===== config.mk =====
export PLATFORM = sky130hd
export DESIGN_NAME = pmwd_ctrl
export DESIGN_NICKNAME = d
export VERILOG_FILES = /design/src/design/pmwd_pkg.sv /design/src/design/pmwd_doze_if.sv /design/src/design/pmwd_ctrl.sv /design/src/design/pmwd_doze_div.sv
export SDC_FILE = /design/constraint.sdc
export NUM_CORES = 1
export LEC_CHECK = 0
export ABC_AREA = 1
export BUFFER_PORTS_ARGS = -buffer_cell sky130_fd_sc_hd__buf_4
export CORE_ASPECT_RATIO = 1.1
export CORE_MARGIN = 2
export CORE_UTILIZATION = 40
export CTS_CLUSTER_SIZE = 8
export DETAILED_ROUTE_END_ITERATION = 8
export GPL_TIMING_DRIVEN = 0
export PLACE_DENSITY = 0.68
export SYNTH_ARGS = -nofsm -noshare
export SYNTH_HDL_FRONTEND = slang
export SYNTH_HIERARCHICAL = 1
export SYNTH_SLANG_ARGS = --single-unit

===== constraint.sdc =====
create_clock -name pclk -period 3.25 [get_ports pclk]
set_clock_uncertainty 0.15 [all_clocks]
set_input_delay 0.8125 -clock pclk [delete_from_list [all_inputs] [get_ports pclk]]
set_output_delay 0.8125 -clock pclk [all_outputs]
set_load 0.05 [all_outputs]

===== src/design/pmwd_pkg.sv =====
// constants, field layout and types of the power mode wake and doze controller
// Summary of operation
// - interrupt at priority level 0 never wakes the core from sleep
// - wake goes to handler if interrupt priority exceeds core priority, else resumes
// - every wake from sleep sets the was-asleep flag, bit 3
// - any reset wakes from sleep; non power-on sets was-asleep, power-on clears it
// - watchdog expiry in sleep wakes without reset, sets bits 4 and 3, resumes
// - idle entry halts the core and clears watchdog; system and peripheral clocks run
// - in idle the low-power rc oscillator runs if watchdog or clock monitor enabled
// - idle ends on enabled interrupt, reset or watchdog; core restarts at once
// - interrupt at priority level 0 never wakes the core from idle
// - every wake from idle sets the was-idle flag, bit 2
// - non power-on reset wakes from idle and sets was-idle; power-on clears it
// - watchdog expiry in idle wakes without reset, sets bits 4 and 2, resumes
// - wake from idle inserts no start-up or oscillator delay
// - interrupt during power-save instruction deferred until entry done, then wakes
// - doze slows only the core clock; system and peripheral clocks stay unchanged
// - doze active while doze-enable, bit 11 of clock divider register, is set
// - ratio field bits 14 to 12 selects eight ratios, 1:1 after reset
// - return-on-interrupt bit 15 resets to zero; when zero interrupts leave doze alone
// - interrupt in doze with return-on-interrupt set clears doze-enable by hardware
// - sleep entry shuts system oscillator and peripherals clocked from it
// - wake from sleep restarts the clock source active at sleep entry
// - enabled watchdog is cleared just before sleep entry
package pmwd_pkg;

  localparam int ADDR_W = 8;

  localparam logic [ADDR_W-1:0] ADDR_RESET_CTRL = 8'h00;
  localparam logic [ADDR_W-1:0] ADDR_CLOCK_DIV  = 8'h04;
  localparam logic [ADDR_W-1:0] ADDR_CONFIG     = 8'h08;
  localparam logic [ADDR_W-1:0] ADDR_STATUS     = 8'h0C;

  localparam int RC_WATCHDOG_TIMEOUT_FLAG_BIT   = 4;
  localparam int RC_ASLEEP_BIT = 3;
  localparam int RC_IDLE_BIT   = 2;

  localparam int CD_ROI_BIT    = 15;
  localparam int CD_RATIO_LSB  = 12;
  localparam int CD_DOZE_BIT   = 11;
  localparam int CD_RCDIV_LSB  = 8;

  localparam logic [2:0] CD_RATIO_RESET = 3'h0;
  localparam logic [2:0] CD_RCDIV_RESET = 3'h3;

  localparam int CFG_WDT_EN_BIT  = 0;
  localparam int CFG_FAIL_SAFE_CLOCK_MONITOR_EN_BIT = 1;

  localparam int ST_MODE_LSB   = 0;
  localparam int ST_DOZE_BIT   = 2;

  localparam int OSC_SEL_W     = 2;
  localparam int PRIO_W        = 3;
  localparam int DOZE_CNT_W    = 7;

  typedef enum logic [1:0] {
    PMWD_RUN,
    PMWD_ENTER,
    PMWD_SLEEP,
    PMWD_IDLE
  } pmwd_mode_t;

endpackage


===== src/design/pmwd_doze_if.sv =====
// carrier between the controller and its core clock divider
`timescale 1ns/1ns
`default_nettype none
interface pmwd_doze_if;
  import pmwd_pkg::*;
  logic                  enable;
  logic [2:0]            ratio;
  logic                  tick;
  modport ctrl (output enable, output ratio, input tick);
  modport div  (input enable, input ratio, output tick);
endinterface
`default_nettype wire


===== src/design/pmwd_ctrl.sv =====
// power mode wake and doze controller with its apb register file
`timescale 1ns/1ns
`default_nettype none
module pmwd_ctrl
  import pmwd_pkg::*;
(
  input  wire logic                 pclk,
  input  wire logic                 presetn,
  input  wire logic                 psel,
  input  wire logic                 penable,
  input  wire logic                 pwrite,
  input  wire logic [ADDR_W-1:0]    paddr,
  input  wire logic [31:0]          pwdata,
  input  wire logic [3:0]           pstrb,
  output logic                      pready,
  output logic                      pslverr,
  output logic [31:0]               prdata,
  input  wire logic                 psave_valid,
  input  wire logic                 psave_idle,
  input  wire logic [PRIO_W-1:0]    cpu_priority,
  input  wire logic                 irq_pending,
  input  wire logic                 irq_enabled,
  input  wire logic [PRIO_W-1:0]    irq_priority,
  input  wire logic                 wdt_expire,
  input  wire logic                 soft_reset_req,
  input  wire logic [OSC_SEL_W-1:0] osc_source,
  output logic                      cpu_clk_en,
  output logic                      cpu_halted,
  output logic                      periph_clk_en,
  output logic                      sys_osc_en,
  output logic                      low_power_rc_oscillator_en,
  output logic [OSC_SEL_W-1:0]      active_osc,
  output logic                      wdt_clear,
  output logic                      wake_resume,
  output logic                      wake_isr,
  output logic                      cpu_reset,
  output logic                      doze_active
);

  typedef struct packed {
    pmwd_mode_t            mode;
    logic                  enter_idle;
    logic                  watchdog_timeout_flag;
    logic                  was_asleep;
    logic                  was_idle;
    logic                  return_on_interrupt;
    logic [2:0]            ratio;
    logic                  doze_en;
    logic [2:0]            rcdiv;
    logic                  wdt_en;
    logic                  fail_safe_clock_monitor_en;
    logic [OSC_SEL_W-1:0]  osc;
    logic                  wdt_clear;
    logic                  wake_resume;
    logic                  wake_isr;
    logic                  cpu_reset;
    logic [31:0]           rdata;
  } pmwd_state_t;

  pmwd_state_t q;
  pmwd_state_t d;

  pmwd_doze_if dz ();

  logic apb_setup;
  logic apb_wr;
  logic addr_ok;
  logic irq_wake;
  logic irq_to_isr;
  logic halted;

  function automatic logic addr_mapped(input logic [ADDR_W-1:0] a);
    addr_mapped = (a == ADDR_RESET_CTRL) || (a == ADDR_CLOCK_DIV) ||
                  (a == ADDR_CONFIG) || (a == ADDR_STATUS);
  endfunction

  function automatic logic [31:0] read_mux(input pmwd_state_t s,
                                           input logic [ADDR_W-1:0] a);
    logic [31:0] r;
    r = 32'h0000_0000;
    case (a)
      ADDR_RESET_CTRL: begin
        r[RC_WATCHDOG_TIMEOUT_FLAG_BIT]   = s.watchdog_timeout_flag;
        r[RC_ASLEEP_BIT] = s.was_asleep;
        r[RC_IDLE_BIT]   = s.was_idle;
      end
      ADDR_CLOCK_DIV: begin
        r[CD_ROI_BIT]                     = s.return_on_interrupt;
        r[CD_RATIO_LSB +: 3]              = s.ratio;
        r[CD_DOZE_BIT]                    = s.doze_en;
        r[CD_RCDIV_LSB +: 3]              = s.rcdiv;
      end
      ADDR_CONFIG: begin
        r[CFG_WDT_EN_BIT]  = s.wdt_en;
        r[CFG_FAIL_SAFE_CLOCK_MONITOR_EN_BIT] = s.fail_safe_clock_monitor_en;
      end
      ADDR_STATUS: begin
        r[ST_MODE_LSB +: 2] = s.mode;
        r[ST_DOZE_BIT]      = s.doze_en;
      end
      default: begin
        r = 32'h0000_0000;
      end
    endcase
    read_mux = r;
  endfunction

  assign apb_setup = psel && !penable;
  assign apb_wr    = psel && penable && pwrite && addr_ok;
  assign addr_ok   = addr_mapped(paddr);

  // level-0 sources count as disabled
  assign irq_wake   = irq_pending && irq_enabled && (irq_priority != 3'h0);
  assign irq_to_isr = irq_priority > cpu_priority;

  always_comb begin
    d             = q;
    d.wdt_clear   = 1'b0;
    d.wake_resume = 1'b0;
    d.wake_isr    = 1'b0;
    d.cpu_reset   = 1'b0;
    if (apb_setup) begin
      d.rdata = read_mux(q, paddr);
    end
    // software writes first, hardware sets below win
    if (apb_wr && pstrb[0]) begin
      case (paddr)
        ADDR_RESET_CTRL: begin
          d.watchdog_timeout_flag       = pwdata[RC_WATCHDOG_TIMEOUT_FLAG_BIT];
          d.was_asleep = pwdata[RC_ASLEEP_BIT];
          d.was_idle   = pwdata[RC_IDLE_BIT];
        end
        ADDR_CONFIG: begin
          d.wdt_en  = pwdata[CFG_WDT_EN_BIT];
          d.fail_safe_clock_monitor_en = pwdata[CFG_FAIL_SAFE_CLOCK_MONITOR_EN_BIT];
        end
        default: begin
        end
      endcase
    end
    if (apb_wr && pstrb[1] && (paddr == ADDR_CLOCK_DIV)) begin
      d.return_on_interrupt     = pwdata[CD_ROI_BIT];
      d.ratio   = pwdata[CD_RATIO_LSB +: 3];
      d.doze_en = pwdata[CD_DOZE_BIT];
      d.rcdiv   = pwdata[CD_RCDIV_LSB +: 3];
    end
    // return to full speed on interrupt only when enabled
    if ((q.mode == PMWD_RUN) && q.doze_en && q.return_on_interrupt && irq_wake) begin
      d.doze_en = 1'b0;
    end
    case (q.mode)
      PMWD_RUN: begin
        d.osc = osc_source;
        if (psave_valid) begin
          d.mode       = PMWD_ENTER;
          d.enter_idle = psave_idle;
        end
      end
      PMWD_ENTER: begin
        // interrupts are held off in this cycle
        d.mode      = q.enter_idle ? PMWD_IDLE : PMWD_SLEEP;
        d.wdt_clear = q.enter_idle || q.wdt_en;
      end
      PMWD_SLEEP: begin
        if (q.wdt_en && wdt_expire) begin
          d.watchdog_timeout_flag        = 1'b1;
          d.was_asleep  = 1'b1;
          d.wake_resume = 1'b1;
          d.mode        = PMWD_RUN;
        end else if (irq_wake) begin
          d.was_asleep  = 1'b1;
          d.wake_isr    = irq_to_isr;
          d.wake_resume = !irq_to_isr;
          d.mode        = PMWD_RUN;
        end
      end
      PMWD_IDLE: begin
        if (q.wdt_en && wdt_expire) begin
          d.watchdog_timeout_flag        = 1'b1;
          d.was_idle    = 1'b1;
          d.wake_resume = 1'b1;
          d.mode        = PMWD_RUN;
        end else if (irq_wake) begin
          d.was_idle    = 1'b1;
          d.wake_isr    = irq_to_isr;
          d.wake_resume = !irq_to_isr;
          d.mode        = PMWD_RUN;
        end
      end
      default: begin
        d.mode = PMWD_RUN;
      end
    endcase
    // non power-on reset wakes from any low-power mode
    if (soft_reset_req) begin
      d.wake_resume = 1'b0;
      d.wake_isr    = 1'b0;
      d.cpu_reset   = 1'b1;
      d.mode        = PMWD_RUN;
      if ((q.mode == PMWD_SLEEP) || ((q.mode == PMWD_ENTER) && !q.enter_idle)) begin
        d.was_asleep = 1'b1;
      end
      if ((q.mode == PMWD_IDLE) || ((q.mode == PMWD_ENTER) && q.enter_idle)) begin
        d.was_idle = 1'b1;
      end
    end
  end

  // power-on reset clears the mode flags
  always_ff @(posedge pclk or negedge presetn) begin
    if (!presetn) begin
      q <= '{mode:        PMWD_RUN,
             enter_idle:  1'b0,
             watchdog_timeout_flag:        1'b0,
             was_asleep:  1'b0,
             was_idle:    1'b0,
             return_on_interrupt:         1'b0,
             ratio:       CD_RATIO_RESET,
             doze_en:     1'b0,
             rcdiv:       CD_RCDIV_RESET,
             wdt_en:      1'b0,
             fail_safe_clock_monitor_en:     1'b0,
             osc:         '0,
             wdt_clear:   1'b0,
             wake_resume: 1'b0,
             wake_isr:    1'b0,
             cpu_reset:   1'b0,
             rdata:       32'h0000_0000};
    end else begin
      q <= d;
    end
  end

  assign dz.enable = q.doze_en;
  assign dz.ratio  = q.ratio;

  pmwd_doze_div u_div (
    .pclk    (pclk),
    .presetn (presetn),
    .dz      (dz)
  );

  assign halted        = (q.mode != PMWD_RUN);
  assign cpu_halted    = halted;
  assign cpu_clk_en    = !halted && dz.tick;
  assign periph_clk_en = (q.mode != PMWD_SLEEP);
  assign sys_osc_en    = (q.mode != PMWD_SLEEP);
  assign low_power_rc_oscillator_en       = q.wdt_en || ((q.mode != PMWD_SLEEP) && q.fail_safe_clock_monitor_en);
  assign active_osc    = q.osc;
  assign wdt_clear     = q.wdt_clear;
  assign wake_resume   = q.wake_resume;
  assign wake_isr      = q.wake_isr;
  assign cpu_reset     = q.cpu_reset;
  assign doze_active   = q.doze_en;
  assign pready        = 1'b1;
  assign pslverr       = psel && penable && !addr_ok;
  assign prdata        = q.rdata;
endmodule
`default_nettype wire


===== src/design/pmwd_doze_div.sv =====
// core clock enable divider for doze operation
`timescale 1ns/1ns
`default_nettype none
module pmwd_doze_div
  import pmwd_pkg::*;
(
  input  wire logic      pclk,
  input  wire logic      presetn,
  pmwd_doze_if.div       dz
);

  typedef struct packed {
    logic [DOZE_CNT_W-1:0] cnt;
    logic                  tick;
  } pmwd_div_state_t;

  pmwd_div_state_t q;
  pmwd_div_state_t d;

  // low bits that must wrap before the next core tick
  function automatic logic [DOZE_CNT_W-1:0] ratio_mask(input logic [2:0] n);
    ratio_mask = DOZE_CNT_W'((8'h01 << n) - 8'h01);
  endfunction

  always_comb begin
    d = q;
    if (!dz.enable) begin
      d.cnt  = '0;
      d.tick = 1'b1;
    end else begin
      d.cnt  = q.cnt + 7'h01;
      d.tick = ((d.cnt & ratio_mask(dz.ratio)) == '0);
    end
  end

  always_ff @(posedge pclk or negedge presetn) begin
    if (!presetn) begin
      q <= '{cnt: '0, tick: 1'b1};
    end else begin
      q <= d;
    end
  end

  assign dz.tick = q.tick;

endmodule
`default_nettype wire


==> impl_metrics.ini, run 1 <==
[timing]
period_share = 0.840
max-slew-margin-rel = 0.642
hold_violations = 0
tns_ps = 0
worst_pin_slew_ps = 537
rsz0062_at_grt = no
maxSlewViolCount = 0
setup_viol = 0
finalWorstPathRequiredPeriod_ps = 2730
fmax_ghz = 0.366

[setup_path]
ff2ff_setup_slack_ps = 1730
r2r-end = u_div/dz.tick$_DFF_PN1_
cp-start-kind = input port
path_class = input port to output pin
rr_startpoint = u_div/q[1]$_DFF_PN0_
endpoint_kind = output pin
crit_arrival_ps = 1770
crit_fanout = 4
crit_required_ps = 2290
r2r_cells = 8

[global_routing]
grt_pass1_wl_um = 9380
grt.total_usage = 0.166
grt.overflow.total = 0
antenna_found_initial = 0
grt_pass1_vias = 2206
grt_start_max_net_pins = 44

[logic_synthesis]
synth_edf_count = 0
ys_types = 35
syn-cell-area_mm2 = 0.00264
avgSynthCellArea_um2 = 7.72
synth_async_sr_flop_share = 1.00
ys_warn_count = 6
seq_area_frac_synth = 0.409
syn_inst = 342
dominantRegCellSynth = dfrtp_1
ys_ff_latch = 43

[clock_network]
numCtsBuffers = 5
post_cts_resized = 0
cts.htree.levels = 2
clkLatencyLatePin_ps = 290
clockRootBuffer = clkbuf_8
post_cts_buffers = 0
cts_hold_buffers = 0
cts_buffer_depth = 2
cts_tree = yes
cts_sinks = 43
clk_pin_slew_worst_paths_ps = 80

[min_path]
holdPathStages = 2
hold_path_class = flip-flop to flip-flop
min_to = q[40]$_DFFE_PN1P_
min_from = q[40]$_DFFE_PN1P_

[layout]
finalNetCount = 501
drive_gt1_frac = 0.324
area_delta_synth_final_pct = 28.7
antennaDiodeCount = 0
design_area_mm2 = 0.00340

[die]
die-area_mm2 = 0.00727
die_w_um = 81.5
die_y_um = 89.2
ioPinCount = 109
core-area_mm2 = 0.00648
initial_utilization = 0.408
num_rows = 31

[route]
drt-pass1-iter-count = 4
drt_iter0_drc = 75
ant_nets = 0
wl_um = 5480
num_vias = 2328
drc = 0
via_per_inst = 4.50
routedWlPerCell_um = 10.6

[power]
power.total_uw = 1390
p_per_area_mw_per_mm2 = 409
vdd_drop_max_v = 0.000234
leakage_uw = 0.00187

[placement]
place_area_mm2 = 0.00331
gp_congestion = 0.862
numPortBuffers = 67
dp_hpwl_um = 4380

[flow_run]
drv_cap = 0

[run_status]
status = finished clean
cell families (layout without fill, tap and decap cells):
| group | after synthesis | after routing | share of synthesized area |
|---|---|---|---|
| flops | 43 | 43 | 0.409 |
| compound gates | 35 | 35 | 0.0801 |
| simple gates | 175 | 175 | 0.318 |
| other cells | 2 | 20 | 0.00284 |
| fa+ha+maj | 4 | 4 | 0.0190 |
| xor+xnor | 1 | 1 | 0.00332 |
| buf+inv | 82 | 157 | 0.168 |
layer usage:
metal	wire length (um)	vias to the layer above	global-route usage
met5	0	-	0
met4	82	0	0.0478
met3	290	8	0.0343
met2	2790	51	0.303
met1	2320	1073	0.197
li1	-	1196	-
cell usage after synthesis, types with 2 or more instances:
library cell,number,area [um2]
nand2_1,96,360
dfrtp_1,40,1000
inv_1,40,150
buf_4,36,270
nor2_1,29,109
nand3_1,19,95.1
a21oi_1,11,55.1
o21ai_0,11,55.1
nand2_2,7,43.8
nor2_4,5,56.3
ha_1,4,50.1
nand4_1,4,25.0
nor2_2,4,25.0
dfstp_2,3,78.8
inv_2,3,11.3
o31ai_1,3,22.5
clkbuf_1,2,7.51
conb_1,2,7.51
nand2_4,2,22.5
nand3_2,2,20.0
nand3b_1,2,15.0
nor2_8,2,40.0
nor3_1,2,10.0
o21ai_1,2,10.0
cell usage in the layout (no fill, tap or decap), drive strengths merged:
master	n
o31ai	3
nor3	2
nand2	105
nor2	40
clkbuf	8
o21ai	14
inv	43
conb	20
ha	4
buf	103
a211oi	1
o21a	1
clkinv	2
dfrtp	40
nand3	22
a21oi	11
o32ai	1
dfstp	3
o21bai	2
a32oi	1
xor2	1
o311ai	1
nand4	4
clkinvlp	1
nand3b	2
critical path: stages:
cell and delay [ps]:
buf_4 110, nor2_1 100, nand2_1 160, nor2_4 200, nor2_2 70, nand2_4 90, nor2_1 50, buf_4 180
how the worst max path moves through the flow:
stage                   from  endpoint  depth (start not counted)
floorplan           paddr[7]   pslverr                          6
global placement    paddr[7]   pslverr                          8
detailed placement  paddr[5]   pslverr                          8
CTS                 paddr[5]   pslverr                          8
global route        paddr[5]   pslverr                          8
finish              paddr[5]   pslverr                          8
area by class of cell:
type	instances	area (um2)
inverter	44	165
multi-input combinational	235	1180
sequential	43	1080
tap	82	103
buffer	38	278
fill	667	3080
timing repair buffer	67	503
clock buffer	6	72.6
clock inverter	2	12.5
state kept, by name, summed over array words and instances (netlist names):
| name | count |
|---|---|
| dz.ratio | 3 |
| prdata | 13 |
| cpu_reset | 1 |
| u_div/dz.tick | 1 |
| doze_active | 1 |
| active_osc | 2 |
| wdt_clear | 1 |
| wake_resume | 1 |
| wake_isr | 1 |
| q | 12 |
| u_div/q | 7 |
report_power, final:
group / internal [uW] / leakage [uW] / switching, uW
logic: 153 / 0.00129 / 285
clock network: 150 / 0.0000412 / 178
registers: 585 / 0.000546 / 40.6
through the flow:
stage | util | hold slack (ps) | cells | worst slack [ps]
3_5_place_dp | 0.511 | 308 | 509 | 513
3_3_place_gp | 0.511 | 306 | 509 | 516
2_1_floorplan | - | 293 | 360 | 337
6_report | 0.525 | 319 | 517 | 521
5_1_grt | 0.525 | 349 | 517 | 420
4_1_cts | 0.525 | 322 | 517 | 513
(Power assumes the default switching activity.)
==> run 2, diff against run 1 <==
- PLACE_DENSITY: 0.68 -> 0.71
- clock period: 3.25 -> 2.2 ns (I/O delays scaled with it)
==> impl_metrics.ini, run 2 (same netlist as run 1, synthesis figures left out) <==
[run_status]
status = finished clean

[layout]
drive_gt1_frac = 0.341
area_delta_synth_final_pct = 30.8
mostFrequentLayoutCell = buf_4
largest_reg_flops = 13
antennaDiodeCount = 0
finalNetCount = 503
final_cell_mix = buf_4, nand2_1, inv_1

[setup_path]
worst_path_max_delay_cell = nor2_2
r2r-end = u_div/dz.tick$_DFF_PN1_
cp-start-kind = input port
ff2ff_setup_slack_ps = 700
cp_common_cell = nor2_2
crit_arrival_ps = 1430
crit_required_ps = 1500
crit_fanout = 5
path_class = input port to output pin
endpoint_kind = output pin
cp_cell_sequence = buf_4 > nand2_1 > inv_1 > nand2_2 > nor2_4 > nor2_2 > nand2_4 > nor2_2 > buf_6
r2r_cells = 8
startpoint = paddr[3]
rr_startpoint = u_div/q[1]$_DFF_PN0_
max_stage_delay_ps = 160

[power]
intPower_uw = 1380
seqPwrFrac = 0.436
p_per_area_mw_per_mm2 = 614
clock_power_share = 0.255
vdd_drop_max_v = 0.000534
leakage_uw = 0.00190
combPwrFrac = 0.309
switching_share = 0.349
p_switching_uw = 739

[global_routing]
grt_start_max_net_pins = 44
grt.total_usage = 0.166
antenna_found_initial = 0
grt.overflow.total = 0
grt_pass1_vias = 2190
grt_pass1_wl_um = 9430

[timing]
period_share = 0.968
fin_worst_hold_slack_ps = 83.2
worst_pin_slew_ps = 545
tns_ps = 0
setup_viol = 0
max-slew-margin-rel = 0.637
worst_slack_ps = 71.3
rsz0062_at_grt = no
finalWorstPathRequiredPeriod_ps = 2130
fmax_ghz = 0.470
hold_violations = 0
maxSlewViolCount = 0

[clock_network]
clkLatencyLatePin_ps = 290
cts_hold_buffers = 0
cts_sinks = 43
cts_tree = yes
clk_pin_slew_worst_paths_ps = 70
cts.htree.levels = 2
numCtsBuffers = 5
cts_buffer_depth = 2
clockRootBuffer = clkbuf_8

[min_path]
hold_path_class = input port to asynchronous set/reset pin

[placement]
gp_congestion = 0.800
numPortBuffers = 67
dp_hpwl_um = 4390
dp_slack_ps = 2.56

[die]
core-area_mm2 = 0.00648
ioPinCount = 109
num_rows = 31
die-area_mm2 = 0.00727
die_w_um = 81.5
initial_utilization = 0.408
die_y_um = 89.2

[route]
drt_iter0_drc = 154
wl_um = 5570
num_vias = 2327
ant_nets = 0
drt-pass1-iter-count = 6
drc = 0
routedWlPerCell_um = 10.7
via_per_inst = 4.48

[flow_run]
drv_cap = 0
[run 2: area by class of cell]
| class | count | area, um2 |
|---|---|---|
| timing repair buffer | 69 | 522 |
| buffer | 38 | 278 |
| clock buffer | 8 | 100 |
| multi-input combinational | 235 | 1200 |
| tap | 82 | 103 |
| fill | 635 | 3020 |
| sequential | 43 | 1080 |
| inverter | 44 | 165 |
[run 2: what timing repair did]
action / CTS / global route
resized for setup: 2 / 4
setup endpoints to repair: 2 / 4
pin swaps: 0 / 2
gates cloned: 0 / 0
buffers inserted: 0 / 2
[run 2: power groups by stage]
stage	Clock, uW	Combinational [uW]	Sequential (uW)
after floorplan	0	461	938
after global routing	601	722	937
after detailed placement	0	651	935
after CTS	558	654	922
after global placement	0	639	934
final	541	655	925
[run 2: metal layers]
layer | vias up | GRT usage | part of all wire
met1 | 1059 | 0.210 | 0.44
met5 | - | 0 | 0
met2 | 56 | 0.290 | 0.50
li1 | 1207 | - | -
met4 | 0 | 0.0385 | 0.0081
met3 | 5 | 0.0384 | 0.058
[run 2: metrics by stage]
step | instances | util | total power [uW] | instance area [um2]
5_1_grt | 519 | 0.533 | 2260 | 3450
4_1_cts | 517 | 0.528 | 2130 | 3420
2_1_floorplan | 360 | - | 1400 | 2710
6_report | 519 | 0.533 | 2120 | 3450
3_5_place_dp | 509 | 0.512 | 1590 | 3320
3_3_place_gp | 509 | 0.512 | 1570 | 3320
[run 2: worst max-delay path by stage]
stage / end
6_report: pslverr
5_1_grt: pslverr
4_1_cts: pslverr
3_5_place_dp: pslverr
3_3_place_gp: pslverr
2_1_floorplan: pslverr
[run 2: critical path, delay by kind of cell]
kind	cells	cell delay [ps]
buffers and inverters	3	330
and+or+nand+nor	6	540
